File: src/verilog/asr_pkg.sv
// Package: constants and carrier types for the asynchronous SRAM host controller
package asr_pkg;
   // ==========================================
   // Geometry
   localparam int ADDR_W = 19;
   localparam int DATA_W = 8;
   localparam int unsigned MEM_WORDS = 524288;
   // ==========================================
   // Clock and timing
   localparam int CLK_PERIOD_PS = 25000;
   localparam int T_POWER_US = 1000;
   localparam int T_WC_NS = 17;
   localparam int T_PWE_NS = 12;
   localparam int T_SD_NS = 8;
   localparam int T_HZWE_NS = 8;
   localparam int T_RC_NS = 17;
   localparam int T_AA_NS = 17;
   localparam int T_HZ_NS = 7;
   localparam int T_PD_NS = 17;
   // Least times round up
   localparam int POWER_CYC = (T_POWER_US * 1000000 + CLK_PERIOD_PS - 1) / CLK_PERIOD_PS;
   localparam int PWE_MIN = (T_PWE_NS * 1000 + CLK_PERIOD_PS - 1) / CLK_PERIOD_PS;
   localparam int SD_MIN = (T_SD_NS * 1000 + CLK_PERIOD_PS - 1) / CLK_PERIOD_PS;
   localparam int WC_MIN = ((T_HZWE_NS + T_SD_NS) * 1000 + CLK_PERIOD_PS - 1) / CLK_PERIOD_PS;
   localparam int AA_CYC = (T_AA_NS * 1000 + CLK_PERIOD_PS - 1) / CLK_PERIOD_PS;
   localparam int HZ_CYC = (T_HZ_NS * 1000 + CLK_PERIOD_PS - 1) / CLK_PERIOD_PS;
   // Strobe low time: covers write pulse, data setup and release plus setup
   localparam int WR_CYC = (WC_MIN > PWE_MIN) ? WC_MIN : PWE_MIN;
   // Read wait: access time plus two cycles for the input synchroniser
   localparam int RD_CYC = AA_CYC + 2;
   localparam int CNT_W = 4;
   localparam logic [CNT_W-1:0] WR_CNT = CNT_W'(WR_CYC);
   localparam logic [CNT_W-1:0] RD_CNT = CNT_W'(RD_CYC);
   localparam logic [CNT_W-1:0] HZ_CNT = CNT_W'(HZ_CYC);
   localparam logic [CNT_W-1:0] CNT_ZERO = 4'h0;
   // ==========================================
   // Carriers
   typedef struct packed {
      logic we;
      logic [ADDR_W-1:0] addr;
      logic [DATA_W-1:0] wdata;
   } asr_req_t;
   typedef struct packed {
      logic cs_n;
      logic oe_n;
      logic we_n;
      logic [ADDR_W-1:0] addr;
   } asr_pins_t;
   localparam asr_pins_t PINS_IDLE = '{cs_n: 1'b1, oe_n: 1'b1, we_n: 1'b1, addr: '0};
endpackage

File: src/verilog/asr_pwr_wait.sv
// Power-up wait counter that holds off the first access
`timescale 1ns/10ps
module asr_pwr_wait #(
   parameter int POWER_CYCLES = asr_pkg::POWER_CYC
) (
   input wire logic i_sys_clk,
   input wire logic i_rst,
   input wire logic i_ce,
   output logic o_ready
);
   import asr_pkg::*;
   localparam int PW = $clog2(POWER_CYCLES + 1);
   logic [PW-1:0] cnt;
   logic [PW-1:0] next_cnt;
   logic next_ready;
   // ==========================================
   // Count up to POWER_CYCLES
   always_comb begin
      next_cnt = cnt;
      next_ready = o_ready;
      if (cnt != PW'(POWER_CYCLES)) begin
         next_cnt = cnt + PW'(1);
      end else begin
         next_ready = 1'b1;
      end
   end
   always_ff @(posedge i_sys_clk) begin
      if (i_rst) begin
         cnt <= '0;
         o_ready <= 1'b0;
      end else if (i_ce) begin
         cnt <= next_cnt;
         o_ready <= next_ready;
      end
   end
endmodule

File: src/verilog/asr_sync.sv
// Two flip-flop synchroniser for the data pins read back from the memory
`timescale 1ns/10ps
module asr_sync #(
   parameter int W = 8
) (
   input wire logic i_sys_clk,
   input wire logic i_rst,
   input wire logic i_ce,
   input wire logic [W-1:0] i_async,
   output logic [W-1:0] o_sync
);
   logic [W-1:0] meta;
   logic [W-1:0] next_meta;
   logic [W-1:0] next_sync;
   always_comb begin
      next_meta = i_async;
      next_sync = meta;
   end
   always_ff @(posedge i_sys_clk) begin
      if (i_rst) begin
         meta <= '0;
         o_sync <= '0;
      end else if (i_ce) begin
         meta <= next_meta;
         o_sync <= next_sync;
      end
   end
endmodule

File: src/verilog/asr_host.sv
// Host controller driving a 512K x 8 asynchronous static memory
//
// Behaviour
// - Write stores data while select and write strobe are both low.
// - Read asserts select and output drive with write strobe held high.
// - Controller waits at least 1 ms after power before any access.
// - Write interval is the overlap of select and write strobe low.
// - Write data stands 8 ns before write end; hold 0 ns.
// - Write cycle at least 17 ns; strobe and setup at least 12 ns.
// - Address stable from write start until write end.
// - Strobe-controlled write with output low lasts release plus setup time.
// - Controller does not drive data while memory drives it.
// - Reads spaced 17 ns apart; data valid 17 ns after address.
// - Address is valid no later than select falling.
// - Write strobe stays high for the whole read.
// - Chip stays deselected whenever idle, so retention may begin anytime.
`timescale 1ns/10ps
module asr_host #(
   parameter int POWER_CYCLES = asr_pkg::POWER_CYC
) (
   input wire logic i_sys_clk,
   input wire logic i_rst,
   input wire logic i_ce,
   input wire logic i_req_valid,
   input wire asr_pkg::asr_req_t i_req,
   output logic o_req_ready,
   output logic o_rd_valid,
   output logic [asr_pkg::DATA_W-1:0] o_rd_data,
   output logic o_wr_done,
   output logic o_powered,
   output logic o_standby,
   output asr_pkg::asr_pins_t o_pins,
   output logic [asr_pkg::DATA_W-1:0] o_dq_out,
   output logic o_dq_oe,
   input wire logic [asr_pkg::DATA_W-1:0] i_dq_in
);
   import asr_pkg::*;
   // ==========================================
   // State
   typedef enum logic [4:0] {
      ST_IDLE = 5'b00001,
      ST_WSET = 5'b00010,
      ST_WPUL = 5'b00100,
      ST_READ = 5'b01000,
      ST_TURN = 5'b10000
   } asr_state_t;
   asr_state_t state;
   asr_state_t next_state;
   logic [CNT_W-1:0] cnt;
   logic [CNT_W-1:0] next_cnt;
   asr_pins_t next_pins;
   logic [DATA_W-1:0] next_dq_out;
   logic next_dq_oe;
   logic next_req_ready;
   logic next_rd_valid;
   logic [DATA_W-1:0] next_rd_data;
   logic next_wr_done;
   logic next_standby;
   logic pwr_ready;
   logic [DATA_W-1:0] dq_sync;
   // ==========================================
   // Power-up wait and data input synchroniser
   asr_pwr_wait #(
      .POWER_CYCLES(POWER_CYCLES)
   ) i_asr_pwr_wait (
      .i_sys_clk(i_sys_clk),
      .i_rst(i_rst),
      .i_ce(i_ce),
      .o_ready(pwr_ready)
   );
   asr_sync #(
      .W(DATA_W)
   ) i_asr_sync (
      .i_sys_clk(i_sys_clk),
      .i_rst(i_rst),
      .i_ce(i_ce),
      .i_async(i_dq_in),
      .o_sync(dq_sync)
   );
   // ==========================================
   // Sequencer
   // Writes keep output drive high throughout, so the memory never drives the
   // bus during a write and the release time need not be waited for.
   always_comb begin
      next_state = state;
      next_cnt = cnt;
      next_pins = o_pins;
      next_dq_out = o_dq_out;
      next_dq_oe = o_dq_oe;
      next_req_ready = 1'b0;
      next_rd_valid = 1'b0;
      next_rd_data = o_rd_data;
      next_wr_done = 1'b0;
      next_standby = o_standby;
      unique case (state)
         ST_IDLE: begin
            next_pins.cs_n = 1'b1;
            next_pins.oe_n = 1'b1;
            next_pins.we_n = 1'b1;
            next_standby = 1'b1;
            next_req_ready = pwr_ready && !(i_req_valid && o_req_ready);
            if (pwr_ready && i_req_valid && o_req_ready) begin
               next_req_ready = 1'b0;
               next_pins.addr = i_req.addr;
               next_standby = 1'b0;
               if (i_req.we) begin
                  // Address settles one cycle ahead of both strobes
                  next_dq_out = i_req.wdata;
                  next_dq_oe = 1'b1;
                  next_state = ST_WSET;
               end else begin
                  next_dq_oe = 1'b0;
                  next_pins.cs_n = 1'b0;
                  next_pins.oe_n = 1'b0;
                  next_pins.we_n = 1'b1;
                  next_cnt = RD_CNT;
                  next_state = ST_READ;
               end
            end
         end
         ST_WSET: begin
            next_pins.cs_n = 1'b0;
            next_pins.we_n = 1'b0;
            next_pins.oe_n = 1'b1;
            next_cnt = WR_CNT;
            next_state = ST_WPUL;
         end
         ST_WPUL: begin
            if (cnt > 4'h1) begin
               next_cnt = cnt - 4'h1;
            end else begin
               // Both strobes rise together; data and address held one more cycle
               next_pins.cs_n = 1'b1;
               next_pins.we_n = 1'b1;
               next_cnt = CNT_ZERO;
               next_wr_done = 1'b1;
               next_state = ST_TURN;
            end
         end
         ST_READ: begin
            if (cnt > 4'h1) begin
               next_cnt = cnt - 4'h1;
            end else begin
               next_rd_data = dq_sync;
               next_rd_valid = 1'b1;
               next_pins.cs_n = 1'b1;
               next_pins.oe_n = 1'b1;
               next_cnt = HZ_CNT;
               next_state = ST_TURN;
            end
         end
         ST_TURN: begin
            // After a read, wait for the memory to release the bus
            next_dq_oe = 1'b0;
            if (cnt > CNT_ZERO) begin
               next_cnt = cnt - 4'h1;
            end else begin
               next_standby = 1'b1;
               next_req_ready = 1'b1;
               next_state = ST_IDLE;
            end
         end
      endcase
   end
   always_ff @(posedge i_sys_clk) begin
      if (i_rst) begin
         state <= ST_IDLE;
         cnt <= CNT_ZERO;
         o_pins <= PINS_IDLE;
         o_dq_out <= '0;
         o_dq_oe <= 1'b0;
         o_req_ready <= 1'b0;
         o_rd_valid <= 1'b0;
         o_rd_data <= '0;
         o_wr_done <= 1'b0;
         o_standby <= 1'b1;
         o_powered <= 1'b0;
      end else if (i_ce) begin
         state <= next_state;
         cnt <= next_cnt;
         o_pins <= next_pins;
         o_dq_out <= next_dq_out;
         o_dq_oe <= next_dq_oe;
         o_req_ready <= next_req_ready;
         o_rd_valid <= next_rd_valid;
         o_rd_data <= next_rd_data;
         o_wr_done <= next_wr_done;
         o_standby <= next_standby;
         o_powered <= pwr_ready;
      end
   end
endmodule

File: config.mk
export PLATFORM = sky130hd
export DESIGN_NAME = asr_host
export DESIGN_NICKNAME = d
export VERILOG_FILES = /design/src/verilog/asr_pkg.sv /design/src/verilog/asr_pwr_wait.sv /design/src/verilog/asr_sync.sv /design/src/verilog/asr_host.sv
export SDC_FILE = /design/constraint.sdc
export NUM_CORES = 1
export LEC_CHECK = 0
export BUFFER_PORTS_ARGS = -buffer_cell sky130_fd_sc_hd__buf_2
export CORE_ASPECT_RATIO = 0.6
export CORE_MARGIN = 2
export CORE_UTILIZATION = 50
export DETAILED_ROUTE_END_ITERATION = 8
export PLACE_DENSITY = 0.75
export SLEW_MARGIN = 30
export SYNTH_ARGS = -nofsm -noshare
export SYNTH_HDL_FRONTEND = slang
export SYNTH_SLANG_ARGS = --single-unit
File: constraint.sdc
create_clock -name i_sys_clk -period 2.3 [get_ports i_sys_clk]
set_input_delay 0.69 -clock i_sys_clk [delete_from_list [all_inputs] [get_ports i_sys_clk]]
set_output_delay 0.69 -clock i_sys_clk [all_outputs]
set_load 0.05 [all_outputs]
After elaboration in Yosys (flattened, before gate mapping). Cells that the tools add are included.

Bits in registers: 86.

Bitwise logic cells: 2. Add/subtract/negate cells: 2. Mux-type cells: 30. $lt $le $gt $ge: 2. Reductions and logical operators: 22. Equal/unequal tests: 13.

Operators with widths (count): $mux 4 (6); $mux 22 (1); $pmux 4 s5 (1); $pmux 5 s4 (1); $reduce_and 3->1 (6); $add 16x1->16 const B (1); $ne 16x16->1 const B (1); $reduce_and 4->1 (4); $mux 5 (3); $ne 2x2->1 const B (7); $mux 1 (10); $gt 4x1->1 const B (2); $pmux 1 s2 (3); $pmux 1 s3 (2); $reduce_bool 3->1 (2); $eq 5x1->1 const B (1); $eq 5x2->1 const B (1); $eq 5x3->1 const B (1); $eq 5x4->1 const B (1); $eq 5x5->1 const B (1); $logic_and 1x1->1 (4); $pmux 1 s4 (1); $reduce_and 2->1 (2); $reduce_bool 4->1 (1); 7 further kinds (8).

Depth between registers and ports, before layout. Gate-level depths: netlist (run 1).

Depth in word-level cells: 5. Depth in mapped cells: 8. Mapped depth without buffers: 7.

By module. From an unflattened synthesis (run 1), not the netlist that was laid out.

Cells, all modules: 427. Area, all modules: 3718.6 um^2.

Modules (own cells, without submodules): asr_host (times used 1, cells an instance 281, sequential area each 1061.0 um^2, area each 2311.0 um^2); asr_pwr_wait (times used 1, cells an instance 94, sequential area each 340.3 um^2, area each 827.0 um^2); asr_sync (times used 1, cells an instance 52, sequential area each 320.3 um^2, area each 580.6 um^2).

Worst setup path after synthesis (run 1). No wires, ideal clock.

Path kind: reg-to-reg. Start: register cnt[0]. End: register state[3]. Path slack: 0.310 ns. Setup time: 0.071 ns. Data arrival time: 1.919 ns. Cell stages (with the launch flop): 8. Data required time: 2.229 ns. Cells stage by stage: dfxtp_1 > inv_1 > ha_1 > or3b_1 > a41o_1 > nand3b_1 > or3b_1 > a21oi_1.

Word-level cells in the longest chain between the ends: 3. Elaborated cells between the ends (all ways): 5.

Ends and longest elaborated chain: start: declaration (RTL line asr_host.sv:49) `logic [CNT_W-1:0] cnt;`; start signal: assignment (RTL line asr_host.sv:180) `cnt <= next_cnt;`; $gt 4x1->1, on equally long branches (RTL line asr_host.sv:129, asr_host.sv:141, asr_host.sv:155); $ne 2x2->1 (no line); $reduce_and 4->1 (no line) *; end signal: assignment (RTL line asr_host.sv:179) `state <= next_state;`; end: declaration (RTL line asr_host.sv:47) `asr_state_t state;`.

Every way passes the cells marked *; elsewhere a longest branch is shown, timed or not. A chain may end at the register's enable or synchronous reset.

Worst setup path in the final report (run 1).
Start: register cnt[1]. End: register state[3].

The elaborated chain is that of the path after synthesis.

==> results of run 1 <==
==> layout make-up <==
cell class / instances / area, µm²
sequential: 86 / 1720
timing repair buffer: 96 / 526
inverter: 9 / 33.8
clock buffer: 13 / 270
fill: 626 / 2660
tap: 104 / 130
clock inverter: 2 / 38.8
multi-input combinational: 287 / 1860
==> critical path, cell delays in order, from the launching register on <==
cell      delay [ps]
dfxtp_1          300
inv_1            100
ha_1             220
or3b_1           390
a41o_1           280
nand3b_1         250
or3b_1           400
a21oi_1          150
==> metrics by stage <==
step / hold WS [ps] / instance area (µm²)
after floorplan: 454 / 3730
after global placement: 439 / 4270
after detailed placement: 445 / 4270
after CTS: 453 / 4580
after global routing: 474 / 4580
final: 453 / 4580
==> layout by cell type (no fill, tap or decap), types with 2 or more instances in the layout <==
cell       instances
and2_1             2
xor2_1             9
or3_1              3
buf_4             12
clkbuf_8           3
dfxtp_1           86
or3b_2             2
or2_2              3
clkbuf_16          9
a32oi_1            4
and4_1             2
a221oi_2           2
nor2_1            77
nor3_1             7
o21ai_0           11
xnor2_1            9
nand3b_1           2
buf_2             83
or3b_1             2
mux2i_1           47
nand2_1           29
and3_1             2
nor4_1             3
nor3b_1            2
nand4_1            6
inv_1              8
nand3_1           12
a21oi_1           17
ha_1               4
nand2b_1           5
==> registers in the layout, summed over array words and instances, names as in the netlist <==
signal	count
o_req_ready	1
o_powered	1
cnt	4
o_wr_done	1
state	5
o_dq_out	8
i_asr_pwr_wait.o_ready	1
o_standby	1
o_rd_data	8
o_pins	22
i_asr_sync.o_sync	8
i_asr_pwr_wait.cnt	16
i_asr_sync.meta	8
o_dq_oe	1
o_rd_valid	1
==> per-layer routing <==
layer | wire, µm | track usage
met5 | 0 | 0
met4 | 92 | 0.0522
met3 | 556 | 0.0797
met2 | 3590 | 0.305
met1 | 4120 | 0.313
==> report_power, final <==
part	internal (mW)	total (mW)	leakage (nW)	switching, mW
logic	0.155	0.368	1.08	0.213
registers	1.52	1.55	0.696	0.0294
clock network	0.928	1.48	0.152	0.548
==> worst max path at each step <==
| stage | cells past startpoint | end | slack, ps |
|---|---|---|---|
| after floorplan | 7 | state[3] | 310 |
| after global placement | 6 | cnt[2] | 260 |
| after detailed placement | 7 | state[3] | 160 |
| after CTS | 7 | state[3] | 150 |
| after global routing | 7 | state[3] | 7 |
| final | 7 | state[3] | 140 |
==> cell families (layout without fill, tap and decap cells) <==
logic type | after synthesis | in the layout | synth area share
simple gates | 169 | 169 | 0.218
compound gates | 49 | 49 | 0.0935
flops | 86 | 86 | 0.461
fa+ha+maj | 4 | 4 | 0.0134
xor+xnor | 18 | 18 | 0.0422
buf+inv | 35 | 120 | 0.0456
mux | 47 | 47 | 0.126
==> impl_metrics.ini, run 1 <==
[run_status]
outcome = finished clean

[synthesis]
avgSynthCellArea_um2 = 9.15
synth_seq_cells = 86
synth_top_cell_by_area = dfxtp_1
synth_fp_nets = 452
synth_cell_type_count = 56
synth_most_common_cell = dfxtp_1
synth_top_area_frac = 0.461
ys_top_cells_by_count = dfxtp_1, nor2_1, mux2i_1, nand2_1, a21oi_1
yosysWarnings = 0
synth-async-reset-ratio = 0
syn_area_mm2 = 0.00373
ys_seq_area_frac = 0.461
ys.flop_type = dfxtp_1
synthTopCellsByArea = dfxtp_1, mux2i_1, nor2_1
synth_cells = 408
synth_edf_count = 0

[drt]
wirelength_um = 8360
routedWlPerCell_um = 14.0
drc = 0
vias = 3114
first_pass_iters = 4
viasPerCell = 5.22
ant_nets = 0
drtIter0Drc = 136

[timing]
hold_viol_final = 0
max_freq_mhz = 463
finalCritPeriodShare = 0.939
timing.final.ws_setup_ps = 139
rsz0062_at_grt = no
slew_viol_final = 0
tns_ps = 0
finalClockSkew_ps = 4.87
setup_viol_count_final = 0
slew_headroom = 0.623
fin_crit_ps = 2160
worst_pin_slew_ps = 565

[global_route]
grt_pass1_wl_um = 14000
grt_pass1_vias = 2887
grt_start_max_net_pins = 82
antenna_found_initial = 0
grt_util_all_layers = 0.216
grt_overflow = 0

[floorplanning]
pin_count = 84
dieArea_mm2 = 0.00820
die_h_um = 70.9
core_area_mm2 = 0.00724
start_util = 0.516
num_rows = 24
fp.dieW_um = 116

[worst_hold_path]
hold_class = reg -> reg
min_path_cells = 2
min_to = o_dq_out[1]
hp-start = o_dq_out[1]

[critical_path]
critPathLaunchType = register
crit_fanout = 6
startpoint = cnt[1]
rrSetupSlack_ps = 140
cp.required_ps = 2560
worstRegToRegCells = 7
reg2reg_to = state[3]
cp-end-kind = register
arrival_ps = 2420
reg2reg_from = cnt[1]
worstSetupPathType = reg -> reg

[place]
dpl.cell_count = 582
place.port_buffers = 83
dp_slack_ps = 165
post-dp-hpwl_um = 6030
gp_congestion = 0.876

[cells_and_area]
areaGrowthSynthToFinish_pct = 22.5
drive_gt1_frac = 0.256
final_util = 0.632
diodes = 0
nets = 533
fin_cells = 597

[clocking]
post-cts-setup-buffer-count = 0
htree_num_levels = 3
cts_root_buf = clkbuf_16
clkSinkCount = 86
cts_tree = done
cts_buffer_depth = 2
insertion_delay_ps = 330
cts_buffers = 9
cts_hold_buf = 0
clk_pin_slew_ps = 60
cts_resized = 0

[power]
powerDensity_mw_per_mm2 = 743
p_total_mw = 3.40
ir_drop_mv = 0.524
p_leak_nw = 1.93

[run]
maxCapViolCount = 0
No activity file was read; power rests on OpenSTA's default activity.
==> run 2, diff against run 1 <==
--- a/config.mk
+++ b/config.mk
@@ -8,10 +8,11 @@
 export BUFFER_PORTS_ARGS = -buffer_cell sky130_fd_sc_hd__buf_2
 export CORE_ASPECT_RATIO = 0.6
 export CORE_MARGIN = 2
-export CORE_UTILIZATION = 50
+export CORE_UTILIZATION = 52
 export DETAILED_ROUTE_END_ITERATION = 8
-export PLACE_DENSITY = 0.75
+export PLACE_DENSITY = 0.77
 export SLEW_MARGIN = 30
 export SYNTH_ARGS = -nofsm -noshare
 export SYNTH_HDL_FRONTEND = slang
+export SYNTH_HIERARCHICAL = 1
 export SYNTH_SLANG_ARGS = --single-unit
==> run 2 against run 1 <==
Compared with the run above: the flow now finishes with violations (design-rule violations); cell area is 2.8% lower; synthesized cell count is 4.7% higher; power is 14% higher; count of clock-buffer cells in the layout is 2 lower; clock skew hardly changed; clock power is 11% lower; utilization is 2.3 points higher; non-clock buffer count is 1 lower; hold slack worse by 0.96 ps; critical endpoint is now state[1]; largest power group unchanged.
==> impl_metrics.ini, run 2 <==
[synthesis]
synth_cells = 427
syn_area_mm2 = 0.00372
synth_edf_count = 0
synth_top_area_frac = 0.463
synth_most_common_cell = dfxtp_1
synthTopCellsByArea = dfxtp_1, mux2i_1, nand2_1
synth_cell_type_count = 57
synth_top_cell_by_area = dfxtp_1
ys_top_cells_by_count = dfxtp_1, nand2_1, a21oi_1, nor2_1, mux2i_1
ys_seq_area_frac = 0.463
avgSynthCellArea_um2 = 8.71
yosysWarnings = 6
synth_seq_cells = 86
synth-async-reset-ratio = 0
synth_fp_nets = 471
ys.flop_type = dfxtp_1

[critical_path]
cp.required_ps = 2570
crit_fanout = 7
cp-end-kind = register
critPathLaunchType = register
arrival_ps = 2380
worstSetupPathType = reg -> reg

[power]
pwr-share-comb = 0.231
power_frac_clock = 0.338
powerDensity_mw_per_mm2 = 867
switching_share = 0.313
p_leak_nw = 1.94
ir_drop_mv = 0.605
p_total_mw = 3.86
switching_power_mw = 1.21
sequentialPowerShare = 0.430
internal_power_mw = 2.65

[global_route]
grt_pass1_vias = 2951
use_met2 = 0.315
grt_util_all_layers = 0.230
grt_pass1_wl_um = 14600
grt_overflow = 0
grt_start_max_net_pins = 55
grt_use_met3 = 0.0795
antenna_found_initial = 0
gr-max-usage-layer = met1
met1_usage = 0.334

[timing]
tns_ps = 0
max_freq_mhz = 474
setup_viol_count_final = 0
rsz0062_at_grt = no
finalClockSkew_ps = 4.72
worst_pin_slew_ps = 706
slew_headroom = 0.525
finalCritPeriodShare = 0.917
fin_crit_ps = 2110
slew_viol_final = 0
hold_viol_final = 0

[clocking]
cts_hold_buf = 0
cts_buffers = 9
cts_buffer_depth = 2
clk_pin_slew_ps = 60
cts_tree = done
insertion_delay_ps = 340
cts_root_buf = clkbuf_16
cts_resized = 0
htree_num_levels = 3
post-cts-setup-buffer-count = 0
clkSinkCount = 86

[cells_and_area]
reg.largest.list = o_pins: 22 flops, i_asr_pwr_wait/cnt: 16 flops
areaGrowthSynthToFinish_pct = 19.6
diodes = 0
largest_reg_flops = 22
fin_cells = 598
drive_gt1_frac = 0.239
largest-register = o_pins
final_common_cell = dfxtp_1
nets = 550
layout_common_cells = dfxtp_1, buf_2, nand2_1

[floorplanning]
die_h_um = 69.5
num_rows = 23
start_util = 0.548
fp.dieW_um = 113
dieArea_mm2 = 0.00787
pin_count = 84
core_area_mm2 = 0.00679

[drt]
first_pass_iters = 6
ant_nets = 0
viasPerCell = 5.55
routedWlPerCell_um = 14.7
wirelength_um = 8790
drc = 2
vias = 3319
drtIter0Drc = 223

[run_status]
violations = design-rule violations
outcome = finished with violations

[worst_hold_path]
hold_class = reg -> reg

[place]
place.port_buffers = 83
gp_congestion = 0.955
dpl.cell_count = 582
post-dp-hpwl_um = 6440

[run]
maxCapViolCount = 0
run 2: cell families after synthesis:
| group | share of synthesized area |
|---|---|
| flops | 0.463 |
| xor+xnor | 0.0236 |
| buf+inv | 0.0525 |
| fa+ha+maj | 0.0135 |
| mux | 0.0754 |
| simple gates | 0.251 |
| compound gates | 0.121 |
run 2: through the flow:
step / hold WS (ps) / utilization / setup WS [ps] / area (µm²)
after CTS: 453 / 0.655 / 220 / 4450
after global placement: 439 / 0.616 / 221 / 4180
after floorplan: 450 / - / 356 / 3720
final: 452 / 0.655 / 191 / 4450
after detailed placement: 445 / 0.616 / 204 / 4180
after global routing: 477 / 0.655 / 34.6 / 4450
run 2: final timing paths:
kind	start	end	slack (ps)	cells past startpoint
worst max-delay path	cnt[0]	state[1]	190	7
worst min-delay path	o_pins[8]	o_pins[8]	450	2
worst max register to register	cnt[0]	state[1]	190	7
worst min register to register	o_pins[8]	o_pins[8]	450	2
run 2: power groups by stage:
stage / logic [mW] / clock network (mW) / registers (mW)
after floorplan: 0.676 / 0 / 1.66
after detailed placement: 0.866 / 0 / 1.69
after CTS: 0.871 / 1.33 / 1.66
after global placement: 0.848 / 0 / 1.69
after global routing: 0.980 / 1.41 / 1.67
final: 0.893 / 1.31 / 1.66
run 2: worst max-delay path, stage by stage, from the launching register on:
cell and delay (ps):
dfxtp_1 360, inv_1 100, ha_1 240, nor2_1 120
o311ai_1 310, nand3_1 270, or3b_2 500, a21oi_1 150
run 2: final cells by class:
type | instances | area, µm²
clock inverter | 5 | 35.0
multi-input combinational | 305 | 1810
clock buffer | 11 | 233
fill | 553 | 2340
tap | 87 | 109
inverter | 9 | 33.8
timing repair buffer | 95 | 505
sequential | 86 | 1720
run 2: layer usage:
| layer | vias to the layer above | routed length, µm |
|---|---|---|
| li1 | 1651 | - |
| met3 | 8 | 797 |
| met1 | 1531 | 4240 |
| met4 | 0 | 107 |
| met2 | 129 | 3650 |
| met5 | - | 0 |
